File: config.mk
export PLATFORM = sky130hd
export DESIGN_NAME = ais_smooth
export DESIGN_NICKNAME = d
export VERILOG_FILES = /design/src/ais_smooth.v
export VERILOG_INCLUDE_DIRS = /design/src
export SDC_FILE = /design/constraint.sdc
export NUM_CORES = 1
export LEC_CHECK = 0
export BUFFER_PORTS_ARGS = -buffer_cell sky130_fd_sc_hd__buf_2
export CAP_MARGIN = 5
export CELL_PAD_IN_SITES_DETAIL_PLACEMENT = 1
export CELL_PAD_IN_SITES_GLOBAL_PLACEMENT = 2
export CORE_MARGIN = 5
export CORE_UTILIZATION = 42
export DETAILED_ROUTE_END_ITERATION = 8
export PLACE_DENSITY = 0.88
export SYNTH_ARGS = -nofsm -noshare
export SYNTH_HDL_FRONTEND = slang
export SYNTH_SLANG_ARGS = --single-unit
File: constraint.sdc
create_clock -name clk -period 19.68 [get_ports clk]
set_input_delay 2.952 -clock clk [delete_from_list [all_inputs] [get_ports clk]]
set_output_delay 2.952 -clock clk [all_outputs]
set_load 0.03 [all_outputs]
File: src/ais_defs.vh
// Overview of operation
// - Each channel keeps separate filter and hysteresis state.
// - Filter first, hysteresis sees only filtered values.
// - Output is ((N-1)*previous plus sample) over N.
// - N is two to the order; divide by shifting.
// - Order range 0..16, three after reset.
// - Samples inside plus/minus window are discarded.
// - Sample outside window becomes reference and output.
// - Window 0..10 V in counts, 0.01 V default.
`ifndef AIS_DEFS_VH
`define AIS_DEFS_VH
// Channel count and channel index width
`define AIS_CH_NUM 4
`define AIS_CH_W 2
// Sample width: 12 bit converter, 0..10 V full scale
`define AIS_SAMPLE_W 12
// Filter order field width, reset value and highest legal order
`define AIS_ORDER_W 5
`define AIS_ORDER_RST 5'h03
`define AIS_ORDER_MAX 5'h10
// Hysteresis half window: 0.01 V is about 4 counts of 2.44 mV, 10 V is full scale
`define AIS_HYST_RST 12'h004
`define AIS_HYST_MAX 12'hFFF
// Width of the shift accumulator: sample plus largest shift plus sign room
`define AIS_ACC_W 29
// Input FIFO shape
`define AIS_FIFO_DEPTH 16
`define AIS_FIFO_AW 4
`endif

File: src/ais_smooth.v
`timescale 1ns/10ps
`include "ais_defs.vh"

// Sample FIFO, flip-flop storage, registered ready toward the writer
module ais_fifo #(
  parameter WIDTH = 14,
  parameter DEPTH = 16,
  parameter AW = 4
) (
  // Clock and reset
  input wire clk,
  input wire rstn,
  // Write side
  input wire in_valid,
  input wire [WIDTH-1:0] in_data,
  output reg in_ready,
  // Read side
  output wire out_valid,
  output wire [WIDTH-1:0] out_data,
  input wire out_ready
);
  localparam [AW:0] FULL = DEPTH;
  localparam [AW:0] ONE = 1;

  reg [WIDTH-1:0] mem [0:DEPTH-1]; // Storage words
  reg [AW-1:0] wr_ptr; // Next slot to write
  reg [AW-1:0] rd_ptr; // Oldest word
  reg [AW:0] count; // Words held
  reg [AW:0] next_count;
  wire push;
  wire pop;

  assign push = in_valid & in_ready;
  assign pop = out_valid & out_ready;
  assign out_valid = (count != {(AW+1){1'b0}});
  assign out_data = mem[rd_ptr];

  // Occupancy after this cycle
  always @* begin
    next_count = count;
    if (push && !pop) begin
      next_count = count + ONE;
    end else if (pop && !push) begin
      next_count = count - ONE;
    end
  end

  // Pointers, count and ready; ready is registered so it comes from a flop
  always @(posedge clk or negedge rstn) begin
    if (!rstn) begin
      wr_ptr <= {AW{1'b0}};
      rd_ptr <= {AW{1'b0}};
      count <= {(AW+1){1'b0}};
      in_ready <= 1'b1;
    end else begin
      if (push) begin
        wr_ptr <= wr_ptr + {{(AW-1){1'b0}}, 1'b1};
      end
      if (pop) begin
        rd_ptr <= rd_ptr + {{(AW-1){1'b0}}, 1'b1};
      end
      count <= next_count;
      // Ready drops only when truly full, so no word is ever lost
      in_ready <= (next_count != FULL);
    end
  end

  // Data storage needs no reset
  always @(posedge clk) begin
    if (push) begin
      mem[wr_ptr] <= in_data;
    end
  end
endmodule

// Per-channel lowpass plus hysteresis conditioning of analog samples
module ais_smooth (
  // Clock and reset
  input wire clk,
  input wire rstn,
  // Samples from the converter
  input wire sample_valid,
  input wire [`AIS_CH_W-1:0] sample_chan,
  input wire [`AIS_SAMPLE_W-1:0] sample_data,
  output wire sample_ready,
  // Configuration strobe
  input wire cfg_valid,
  input wire [`AIS_ORDER_W-1:0] cfg_order,
  input wire [`AIS_SAMPLE_W-1:0] cfg_hyst,
  // Conditioned values toward readout
  input wire out_ready,
  output reg out_valid,
  output reg [`AIS_CH_W-1:0] out_chan,
  output reg [`AIS_SAMPLE_W-1:0] out_value,
  output reg [`AIS_SAMPLE_W-1:0] out_filtered,
  output reg out_changed,
  // Active settings
  output reg [`AIS_ORDER_W-1:0] smoothing_shift_setting,
  output reg [`AIS_SAMPLE_W-1:0] hyst_amount
);
  localparam FW = `AIS_CH_W + `AIS_SAMPLE_W;
  localparam SW = `AIS_SAMPLE_W;

  // One filter step: ((2^k - 1) * y + x) >> k, done with a shift and subtract
  function [`AIS_SAMPLE_W-1:0] ais_lpf;
    input [`AIS_SAMPLE_W-1:0] y;
    input [`AIS_SAMPLE_W-1:0] x;
    input [`AIS_ORDER_W-1:0] k;
    reg [`AIS_ACC_W-1:0] acc;
    begin
      acc = ({{(`AIS_ACC_W-SW){1'b0}}, y} << k) - {{(`AIS_ACC_W-SW){1'b0}}, y}
            + {{(`AIS_ACC_W-SW){1'b0}}, x};
      acc = acc >> k;
      // Result never exceeds the larger input, so the low bits are exact
      ais_lpf = acc[`AIS_SAMPLE_W-1:0];
    end
  endfunction

  wire [FW-1:0] fifo_data; // Channel and sample from the FIFO
  wire fifo_valid; // FIFO holds a sample
  wire pop; // Sample taken for processing this cycle
  wire [`AIS_CH_W-1:0] ch; // Channel of the popped sample
  wire [SW-1:0] x; // Raw sample value
  wire [SW*`AIS_CH_NUM-1:0] filt_bus; // All filter states
  wire [SW*`AIS_CH_NUM-1:0] ref_bus; // All hysteresis references
  wire [`AIS_CH_NUM-1:0] primed; // Channel has seen its first sample
  reg [SW-1:0] f_new; // Filtered value for this sample
  reg [SW-1:0] diff; // Distance from reference
  reg take; // Filtered value becomes the new active value
  reg [SW-1:0] cur_f;
  reg [SW-1:0] cur_r;
  reg cur_p;

  // Samples are buffered so a stalled readout back-pressures the converter
  ais_fifo #(
    .WIDTH(FW),
    .DEPTH(`AIS_FIFO_DEPTH),
    .AW(`AIS_FIFO_AW)
  ) u_fifo (
    .clk(clk),
    .rstn(rstn),
    .in_valid(sample_valid),
    .in_data({sample_chan, sample_data}),
    .in_ready(sample_ready),
    .out_valid(fifo_valid),
    .out_data(fifo_data),
    .out_ready(pop)
  );

  // Take a new sample when the output slot is free or being read
  assign pop = fifo_valid & (~out_valid | out_ready);
  assign ch = fifo_data[FW-1:SW];
  assign x = fifo_data[SW-1:0];

  // Settings update; an order above the legal range is ignored
  always @(posedge clk or negedge rstn) begin
    if (!rstn) begin
      smoothing_shift_setting <= `AIS_ORDER_RST;
      hyst_amount <= `AIS_HYST_RST;
    end else if (cfg_valid) begin
      if (cfg_order <= `AIS_ORDER_MAX) begin
        smoothing_shift_setting <= cfg_order;
      end
      if (cfg_hyst <= `AIS_HYST_MAX) begin
        hyst_amount <= cfg_hyst;
      end
    end
  end

  // Datapath for the channel whose sample is being processed
  always @* begin
    cur_f = filt_bus[ch*SW +: SW];
    cur_r = ref_bus[ch*SW +: SW];
    cur_p = primed[ch];
    if (!cur_p) begin
      f_new = x;
    end else begin
      f_new = ais_lpf(cur_f, x, smoothing_shift_setting);
    end
    if (f_new > cur_r) begin
      diff = f_new - cur_r;
    end else begin
      diff = cur_r - f_new;
    end
    take = ~cur_p | (diff > hyst_amount);
  end

  // Per-channel state, one independent set of flops for each channel
  genvar i;
  generate
    for (i = 0; i < `AIS_CH_NUM; i = i + 1) begin : g_ch
      reg [SW-1:0] filt; // Filter state
      reg [SW-1:0] refv; // Hysteresis reference
      reg seen; // First sample taken
      assign filt_bus[i*SW +: SW] = filt;
      assign ref_bus[i*SW +: SW] = refv;
      assign primed[i] = seen;
      always @(posedge clk or negedge rstn) begin
        if (!rstn) begin
          filt <= {SW{1'b0}};
          refv <= {SW{1'b0}};
          seen <= 1'b0;
        end else if (pop && (ch == i)) begin
          filt <= f_new;
          seen <= 1'b1;
          if (take) begin
            refv <= f_new;
          end
        end
      end
    end
  endgenerate

  // Output slot: holds until the readout accepts it
  always @(posedge clk or negedge rstn) begin
    if (!rstn) begin
      out_valid <= 1'b0;
      out_chan <= {`AIS_CH_W{1'b0}};
      out_value <= {SW{1'b0}};
      out_filtered <= {SW{1'b0}};
      out_changed <= 1'b0;
    end else if (pop) begin
      out_valid <= 1'b1;
      out_chan <= ch;
      out_filtered <= f_new;
      out_changed <= take;
      out_value <= take ? f_new : cur_r;
    end else if (out_ready) begin
      out_valid <= 1'b0;
    end
  end
endmodule

==> Yosys cells after proc, flatten, opt, wreduce, memory -nomap -nowiden <==
Memories as Yosys holds them, arrays and structs flattened.
Index checks and enable logic that the tools add are counted.
{ "totals": {"ff_bits": 159, "latch_bits": 0, "ramBits": 224, "romBits": 0, "in_bits": 36, "out_inout_bits": 46, "word_cells": 81, "mem_count": 1} }
{ "mem_list": {"columns": ["memory", "words", "width", "read_ports", "rd_ports_with_merged_regs", "wr", "line_no", "text"], "rows": [
  ["u_fifo.mem", 16, 14, 1, 0, 1, "ais_smooth.v:25", "reg [WIDTH-1:0] mem [0:DEPTH-1];"]
]} }
{ "op_classes": {"addsub": 8, "n_mul": 1, "div": 0, "order_cmp": 5, "n_eq_ne": 4, "shifts": 4, "mux": 11, "n_bitwise": 7, "reduce_logical": 17} }
{ "op_table": {"columns": ["cell", "n"], "rows": [
  ["$shiftx A48 B7 Y12", 2],
  ["$mux W12", 3],
  ["$add A29 B12 Y29", 1],
  ["$shl A12 B5 Y29", 1],
  ["$shr A29 B5 Y12", 1],
  ["$sub A29 B12 Y29", 1],
  ["$gt A12 B12 Y1", 2],
  ["$sub A12 B12 Y12", 2],
  ["$le A12 B12 Y1 const B", 1],
  ["$reduce_and A2 Y1", 6],
  ["$mux W5", 2],
  ["$add A4 B1 Y4 const B", 2],
  ["$logic_and A1 B1 Y1", 6],
  ["$add A5 B1 Y5 const B", 1],
  ["$le A5 B5 Y1 const B", 1],
  ["$mux W1", 5],
  ["$ne A5 B5 Y1 const B", 1],
  ["$reduce_bool A5 Y1", 1],
  ["$sub A5 B1 Y5 const B", 1],
  ["$eq A2 B2 Y1 const B", 2],
  ["$mul A2 B2 Y4 const B", 1],
  ["$and A1 B1 Y1", 3],
  ["$lt A2 B3 Y1 const B", 1],
  ["$bmux W1 S2", 1],
  ["other kinds (6)", 9]
]} }

==> Longest topological paths before layout <==
Gate-level depths: netlist (run 1).
An unclocked memory read counts as a cell.
{ "depth": {"ltp_word": 13, "depth_mapped": 59} }

==> Modules after synthesis <==
From an unflattened synthesis (run 1), not the netlist that was laid out.
{ "unflattened": {"hier_cells": 1949, "hier_area_um2": 22711.8} }
{ "modules_own_cells": {"columns": ["module", "instances", "cells_each", "area_per_inst_um2", "seq_area_each_um2"], "rows": [
  ["ais_smooth", 1, 1547, 13472.9, 3632.2],
  ["ais_fifo", 1, 402, 9238.9, 7078.0]
]} }

==> Worst setup path before layout (run 1) <==
No wires, ideal clock.
{ "synth_timing": {"kind": "reg2reg", "from": "reg u_fifo.rd_ptr[0]", "to": "reg g_ch[1].refv[11]", "setup_ns": 0.125, "arrival_ns": 11.700, "required_ns": 19.555, "path_slack_ns": 7.855, "path_stages_with_launch": 51, "synth_period_minus_slack_ns": 11.825, "cell_sequence": "dfrtp_1 buf_4 buf_2 mux4_2 o22ai_1 or2_2 buf_2 mux4_2 mux2_2 o21ai_0 nor2_1 a21oi_1 and2_1 fa_1 ha_1 a2111o_1 a2111oi_0 nor3_1 (+15 left out) a21oi_1 o21ai_0 a21oi_1 o22ai_1 clkbuf_1 mux2i_1 a21oi_1 xnor2_1 ha_1 nand4_1 or2_2 o21ai_0 o22ai_1 and2_1 clkbuf_1 nor2_1 clkbuf_1 mux2_2"} }
{ "synth_via": {"elab_chain_len": 13, "elab_cells_between_ends": 21, "cone_classes": "add/sub: 4; mul: 1; order compare: 2; eq/ne: 1; shift: 4; mux: 4; bitwise: 2; reduce/logical: 2; memory: 1"} }
{ "synth_rtl": {"columns": ["element", "line_no", "text"], "rows": [
  ["from (decl)", "ais_smooth.v:27", "reg [AW-1:0] rd_ptr;"],
  ["from (signal assigned)", "ais_smooth.v:52", "rd_ptr <= {AW{1'b0}};"],
  ["from (signal assigned)", "ais_smooth.v:60", "rd_ptr <= rd_ptr + {{(AW-1){1'b0}}, 1'b1};"],
  ["$mem_v2 Z16 W14 (*)", null, null],
  ["$mul A2 B2 Y4", "ais_smooth.v:172", "cur_f = filt_bus[ch*SW +: SW];"],
  ["$shiftx A48 B7 Y12", "ais_smooth.v:172", null],
  ["$shl A12 B5 Y29", "ais_smooth.v:111", "acc = ({{(`AIS_ACC_W-SW){1'b0}}, y} << k) - {{(`AIS_ACC_W-SW){1'b0}}, y}"],
  ["$sub A29 B12 Y29", "ais_smooth.v:111", null],
  ["$add A29 B12 Y29", "ais_smooth.v:111", null],
  ["$shr A29 B5 Y12", "ais_smooth.v:113", "acc = acc >> k;"],
  ["$mux W12 (*)", "ais_smooth.v:175", "if (!cur_p) begin"],
  ["via f_new[2]", "ais_smooth.v:127", "reg [SW-1:0] f_new;"],
  ["$sub A12 B12 Y12, or another cell as far along", "ais_smooth.v:183", "diff = cur_r - f_new;"],
  ["$mux W12 (*)", "ais_smooth.v:180", "if (f_new > cur_r) begin"],
  ["$gt A12 B12 Y1 (*)", "ais_smooth.v:185", "take = ~cur_p | (diff > hyst_amount);"],
  ["$or A1 B1 Y1 (*)", "ais_smooth.v:185", null],
  ["$reduce_and A2 Y1 (no source line) (*)", null, null],
  ["to (signal assigned)", "ais_smooth.v:201", "refv <= {SW{1'b0}};"],
  ["to (signal assigned)", "ais_smooth.v:207", "refv <= f_new;"],
  ["to (decl)", "ais_smooth.v:193", "reg [SW-1:0] refv;"]
]} }
Mark *: on every way through the listed nets, which the timed path passes. The rest lies on a longest branch. The select of a mux whose other input is x is not followed.
A chain may end at the register's enable or synchronous reset.

==> Worst setup path after layout (run 1) <==
{ "layout_timing": {"from": "reg u_fifo.rd_ptr[0]", "to": "reg g_ch[3].refv[7]"} }
{ "layout_via": {"elab_chain_len": 13, "elab_cells_between_ends": 21, "cone_classes": "add/sub: 4; mul: 1; order compare: 2; eq/ne: 1; shift: 4; mux: 4; bitwise: 2; reduce/logical: 2; memory: 1"} }
{ "layout_rtl": {"columns": ["element", "line_no"], "rows": [
  ["$mem_v2 Z16 W14 (*)", null],
  ["$mul A2 B2 Y4", "ais_smooth.v:172, ais_smooth.v:173"],
  ["$shiftx A48 B7 Y12", "ais_smooth.v:172"],
  ["$shl A12 B5 Y29", "ais_smooth.v:111"],
  ["$sub A29 B12 Y29", "ais_smooth.v:111"],
  ["$add A29 B12 Y29", "ais_smooth.v:111"],
  ["$shr A29 B5 Y12", "ais_smooth.v:113"],
  ["$mux W12", "ais_smooth.v:175"],
  ["$sub A12 B12 Y12, or another cell as far along", "ais_smooth.v:183"],
  ["$mux W12", "ais_smooth.v:180"],
  ["$gt A12 B12 Y1", "ais_smooth.v:185"],
  ["$or A1 B1 Y1", "ais_smooth.v:185"],
  ["$reduce_and A2 Y1 (no source line)", null],
  ["to (signal assigned)", "ais_smooth.v:201"],
  ["to (signal assigned)", "ais_smooth.v:207"],
  ["to (decl)", "ais_smooth.v:193"]
]} }
Mark *: on every way between the ends. The rest lies on a longest branch, timed or not. The select of a mux whose other input is x is not followed.

==> impl_results.md, run 1 <==
- DR iter-0 viols: 1,576
- Synthesis-to-layout area growth: 11.5%
- GRT overflow: 0
- Flop2flop setup slack: 3.99 ns
- # H-tree levels: 2
- XOR/XNOR Fraction of Synth Area: 1.89%
- Compound-Gate Fraction of Synth Area: 12.1%
- CTS clk-pin slew, worst paths: 0.06 ns
- # clock sinks: 383
- Async S/R FF share, synth: 41.5%
- Worst hold path class: reg2reg
- Post_cts resized: 0
- DIE HEIGHT: 238 microns
- Tcrit/Tclk final: 79.7%
- FF/Latch Area: 10,700 sq um
- R2r worst-path depth: 49
- Critical path arrival: 16.14 ns
- CP Capture Type: flip-flop
- Synth Area per Inst: 11.9 sq um
- Top Ports: 82
- Drt via density: 6.09
- Pin count of the biggest net entering global routing: 97
- Synth area leaders: edfxtp_1, dfrtp_1, mux4_2, mux2_2, ha_1
- Netlist cell types: 84
- Main flop type after synthesis: edfxtp_1
- CTS tree: built
- Row cnt: 83
- Residual DRC: 0
- Most common library cells after synthesis: edfxtp_1, nand2_1, dfrtp_1, mux2_2, nor2_1
- RSZ-0062 raised after global routing: no
- Crit-path slowest cell: nor2_1
- Post-synth EDFFs: 224
- Simple-gate share of the synthesized area: 10.1%
- Router iterations before antenna repair: 7
- Initial antenna violation count: 3
- Drt wl/cell: 26.0 microns
- Final Hold Fails: 0
- CTS hold repair buffers: 0
- Seq cells post-synth: 383
- WP data required: 20.13 ns
- Status: finished clean
- Post-CTS setup buffers: 0
- WS Path Type: reg2reg
- Gate Count Post-Synth: 1,834
- Yosys top cell area share: 30.9%
- Initial Util: 42.4%
- Post-synthesis sequential area ratio: 49.2%
- Final wirelength: 67.4 mm
- Core ar.: 51,400 sq um
- Die area: 56,500 sq um
- Global Route Usage Sum: 23.3%
- Root buf cell: clkbuf_16
- Detailed Place HPWL: 46.0 mm
- Worst-path maximum fanout: 39
- Synthesized Nets: 1,955
- Final Max Slew Viols: 0
- Slowest stage delay, CP: 0.95 ns
- Gpl congestion: 0.935
- Worst slew margin: 10.0%
- Post-synthesis adder-cell area fraction: 5.36%
- Post-Synthesis Cell Area: 21,800 sq um
- Largest family of logic cells by synthesized area: multiplexers
- Vias in the first global route: 16,500
- Die width: 238 microns
- Hold path cells: 1
- Final min period: 15.69 ns
- Maximum Capacitance Violations: 0
- Multi-input logic area: 10,300 sq um
- DRT antenna net count: 0
- Most common cell in the netlist: edfxtp_1
- Port buffer count: 81
- Global-route wire length before repair: 103 mm
- Worst skew pair latency: 0.58 ns
- Vias: 15,800
- Multiplexer share of the synthesized area: 17.7%
- Maximum root-to-sink buffer count: 3
- Final setup viols: 0
- Skew final: 0.0277 ns
- Synth area leader: edfxtp_1
- Fill cell count: 5,376
- Setup tns final: 0 ns
- Slew @ Worst Pin: 1.34 ns
- TritonCTS Buffers: 41
- Achievable frequency: 63.7 MHz
- Synth Warn #: 0
- Final nets: 2,005
- Worst setup SP type: flip-flop
- Layout cells sized above 1: 22.2%
-- registers in the layout (all words and copies together), names as in the netlist --
register,flops
u_fifo.wr_ptr,4
smoothing_shift_setting,5
u_fifo.rd_ptr,4
out_chan,2
out_value,12
g_ch.seen,4
u_fifo.in_ready,1
g_ch.filt,48
hyst_amount,12
u_fifo.count,5
out_filtered,12
g_ch.refv,48
out_valid,1
out_changed,1
u_fifo.mem,224
-- worst max-delay path, delay by kind of cell, from the launching register on --
family | cells | cell delay, ns
AOI/OAI and AO/OA | 22 | 6.42
and+or+nand+nor | 11 | 2.89
muxes | 6 | 2.26
adders and majority gates | 4 | 1.48
buffers and inverters | 4 | 1.46
DFF | 1 | 0.71
xor gates and xnor gates | 2 | 0.30
-- final timing paths --
| kind | startpoint | endpoint |
|---|---|---|
| worst max-delay path | u_fifo.rd_ptr[0]$_DFFE_PN0P_ | g_ch[3].refv[7]$_DFFE_PN0P_ |
| worst min-delay path | g_ch[3].seen$_DFFE_PN0P_ | g_ch[3].seen$_DFFE_PN0P_ |
| worst max register to register | u_fifo.rd_ptr[0]$_DFFE_PN0P_ | g_ch[3].refv[7]$_DFFE_PN0P_ |
| worst min register to register | g_ch[3].seen$_DFFE_PN0P_ | g_ch[3].seen$_DFFE_PN0P_ |
| max in group asynchronous | rstn | smoothing_shift_setting[3]$_DFFE_PN0P_ |
| min in group asynchronous | rstn | u_fifo.wr_ptr[1]$_DFFE_PN0P_ |
-- layout make-up --
type                       instances  area share, %
antenna                            1         0.0103
clock buffer                      51           4.46
clock inverter                    22           1.20
inverter                          87           1.34
multi-input combinational       1252           42.5
sequential                       383           44.1
tap                              680           3.50
timing repair buffer             119           2.87
-- logic make-up after synthesis --
logic type	after synthesis
compound gates	389
xor+xnor	47
fa+ha+maj	85
buf+inv	199
flops	383
mux	268
simple gates	463
-- per-stage QoR --
step	setup slack, ns	area [sq um]	util [%]	std cells	hold slack (ns)
2_1_floorplan	7.86	21800	-	1834	0.434
3_3_place_gp	4.38	22900	44.6	2521	0.448
3_5_place_dp	3.95	22900	44.6	2521	0.461
4_1_cts	3.88	24300	47.3	2594	0.474
5_1_grt	2.88	24300	47.3	2594	0.494
6_report	3.99	24300	47.3	2595	0.470
-- placed cells by master (no fill, tap or decap), drive strengths merged, types with 5 or more instances in the layout --
cell type,n
xor2,11
or2,10
o21ai,95
o31ai,11
a21oi,76
a221o,15
a21o,39
a211oi,25
a2111oi,6
xnor2,36
o22ai,12
a22oi,8
ha,71
mux2i,63
o211ai,16
nand4,12
o21bai,5
and2,21
and4b,14
nor3,28
nor2b,19
clkbuf,51
o21a,16
mux4,81
mux2,124
bufinv,5
dfrtp,155
nand3,34
fa,14
clkinv,15
nor2,99
inv,87
o2111ai,5
buf,119
edfxtp,224
nand2,180
nand2b,22
and3,9
a31oi,10
-- per-layer routing --
metal  GRT usage [%]  share of wire [%]  vias to the layer above  wire length, microns
li1                -                  -                     6955                     -
met1            31.5                 42                     8168                 28500
met2            38.8                 49                      560                 32700
met3            4.00                6.3                      119                  4230
met4            7.03                2.8                        4                  1870
met5           0.842               0.13                        -                    88
Power of run 1 is left out: the tool's default activity adds up to more than one toggle a clock period on the data nets, which glitch-free logic cannot reach.
==> run 2, diff against run 1 <==
==> constraint.sdc (replaced) <==
create_clock -name clk -period 16.4 [get_ports clk]
set_input_delay 2.46 -clock clk [delete_from_list [all_inputs] [get_ports clk]]
set_output_delay 2.46 -clock clk [all_outputs]
set_load 0.03 [all_outputs]
==> run 2 against run 1 <==
Compared with the run above:
- count of clock-buffer cells in the layout is 2 lower
- critical endpoint is now g_ch[0].refv[3]$_DFFE_PN0P_
- worst setup slack worse by 3.0 ns
- maximum frequency rose by 2.0%
- core utilization is 0.083 points lower
- sequential cell count is the same
- global-route usage grew 0.22 points
- via count decreased by 0.84%
- clock skew up 0.0059 ns
- final cell count is 0.15% higher
- die area is the same
- cell area shrank 0.17%
- register-to-register slack got worse by 3.0 ns
- highest routed layer unchanged
==> impl_results.md, run 2 (synthesized netlist as in run 1, its figures left out) <==
- TritonCTS Buffers: 40
- Drt wl/cell: 25.9 microns
- RSZ-0062 raised after global routing: no
- Final Max Slew Viols: 0
- Finished Layout Cells: 2,599
- Die area: 56,500 sq um
- Residual DRC: 0
- # H-tree levels: 2
- Commonest non-fill, non-tap cell in the layout: edfxtp_1
- Gpl congestion: 0.948
- CTS hold repair buffers: 0
- Met2 GRT Util: 40.0%
- Initial antenna violation count: 2
- DIE HEIGHT: 238 microns
- Layout cells sized above 1: 22.5%
- Global routing's busiest layer: met2
- Router iterations before antenna repair: 7
- Met1 usage: 31.4%
- Final wirelength: 67.3 mm
- Most frequent CP cell: o21ai_0
- Detailed Place HPWL: 46.8 mm
- DRT antenna net count: 0
- Root buf cell: clkbuf_16
- Slowest stage delay, CP: 0.96 ns
- Initial Util: 42.4%
- Global Route Usage Sum: 23.6%
- Port buffer count: 81
- Setup tns final: 0 ns
- Vias in the first global route: 16,500
- Pin count of the biggest net entering global routing: 99
- Die width: 238 microns
- Largest regs: u_fifo.mem x224, g_ch.filt x48, g_ch.refv x48
- Maximum root-to-sink buffer count: 3
- Worst-path maximum fanout: 26
- Ant. Diodes: 0
- Max reg flops: 224
- Dpl cells: 2,527
- Skew final: 0.0337 ns
- Final setup viols: 0
- Worst hold path class: reg2reg
- WS Path Type: reg2reg
- Core ar.: 51,400 sq um
- Top Ports: 82
- Slew @ Worst Pin: 1.21 ns
- Commonest cells after routing, fill and taps aside: edfxtp_1, nand2_1, dfrtp_1
- Worst skew pair latency: 0.58 ns
- Tcrit/Tclk final: 93.8%
- Critical path arrival: 15.81 ns
- CTS clk-pin slew, worst paths: 0.06 ns
- Met3 Usage GRT: 3.86%
- Maximum Capacitance Violations: 0
- Fill cell count: 5,381
- CP Capture Type: flip-flop
- Worst slew margin: 17.1%
- Status: finished clean
- Row cnt: 83
- Post-CTS setup buffers: 0
- Global-route wire length before repair: 103 mm
- WP data required: 16.83 ns
- CTS tree: built
- Post_cts resized: 0
- Achievable frequency: 65.0 MHz
- Worst setup SP type: flip-flop
- Synthesis-to-layout area growth: 11.3%
- Final Hold Fails: 0
- Final min period: 15.38 ns
- GRT overflow: 0
- # clock sinks: 383
- Crit-path slowest cell: a2111oi_0
- Biggest register: u_fifo.mem
- Drt via density: 6.03
- DR iter-0 viols: 1,464
- Vias: 15,700
- Final nets: 2,011
==> run 2: area by class of cell <==
cell class | count | area, sq um | share of cell area, %
inverters | 87 | 327 | 1.35
clock inverters | 22 | 213 | 0.877
multi-input cells | 1252 | 10300 | 42.6
repair buffers | 126 | 747 | 3.08
flip-flops and latches | 383 | 10700 | 44.2
well taps | 680 | 851 | 3.51
clock buffers | 49 | 1070 | 4.43
==> run 2: routing by layer <==
layer	vias up	wire length, microns
li1	6973	-
met1	8094	28700
met2	491	33100
met3	111	3710
met4	4	1750
met5	-	27
==> run 2: final timing paths <==
path                                                           to  slack [ns]                         start  cells past startpoint
max                                   g_ch[0].refv[3]$_DFFE_PN0P_        1.02  u_fifo.rd_ptr[3]$_DFFE_PN0P_                     51
min                                       out_changed$_DFFE_PN0P_        0.48       out_changed$_DFFE_PN0P_                      1
max reg2reg                           g_ch[0].refv[3]$_DFFE_PN0P_        1.02  u_fifo.rd_ptr[3]$_DFFE_PN0P_                     51
min reg2reg                               out_changed$_DFFE_PN0P_        0.48       out_changed$_DFFE_PN0P_                      1
max in group asynchronous  smoothing_shift_setting[2]$_DFFE_PN0P_       12.99                          rstn                      2
min in group asynchronous            u_fifo.wr_ptr[2]$_DFFE_PN0P_        1.96                          rstn                      1
==> run 2: metrics by stage <==
stage                     utilization [%]  setup slack (ns)  hold WS (ns)  cell area [sq um]
after CTS                            47.2              1.32         0.480              24300
after global placement               44.7              1.71         0.450              23000
final                                47.2              1.02         0.481              24300
after floorplan                         -              4.58         0.434              21800
after detailed placement             44.7              1.43         0.458              23000
after global routing                 47.2             0.256         0.501              24300
==> run 2: worst max-delay path, delay by kind of cell, from the launching register on <==
| family | cells | cell delay [ns] |
|---|---|---|
| buffers and inverters | 5 | 1.34 |
| muxes | 6 | 2.07 |
| xor gates and xnor gates | 2 | 0.24 |
| DFF | 1 | 0.78 |
| and+or+nand+nor | 10 | 2.55 |
| adders and majority gates | 4 | 1.36 |
| AOI/OAI and AO/OA | 24 | 6.83 |
Power of run 2 is left out for the same reason.
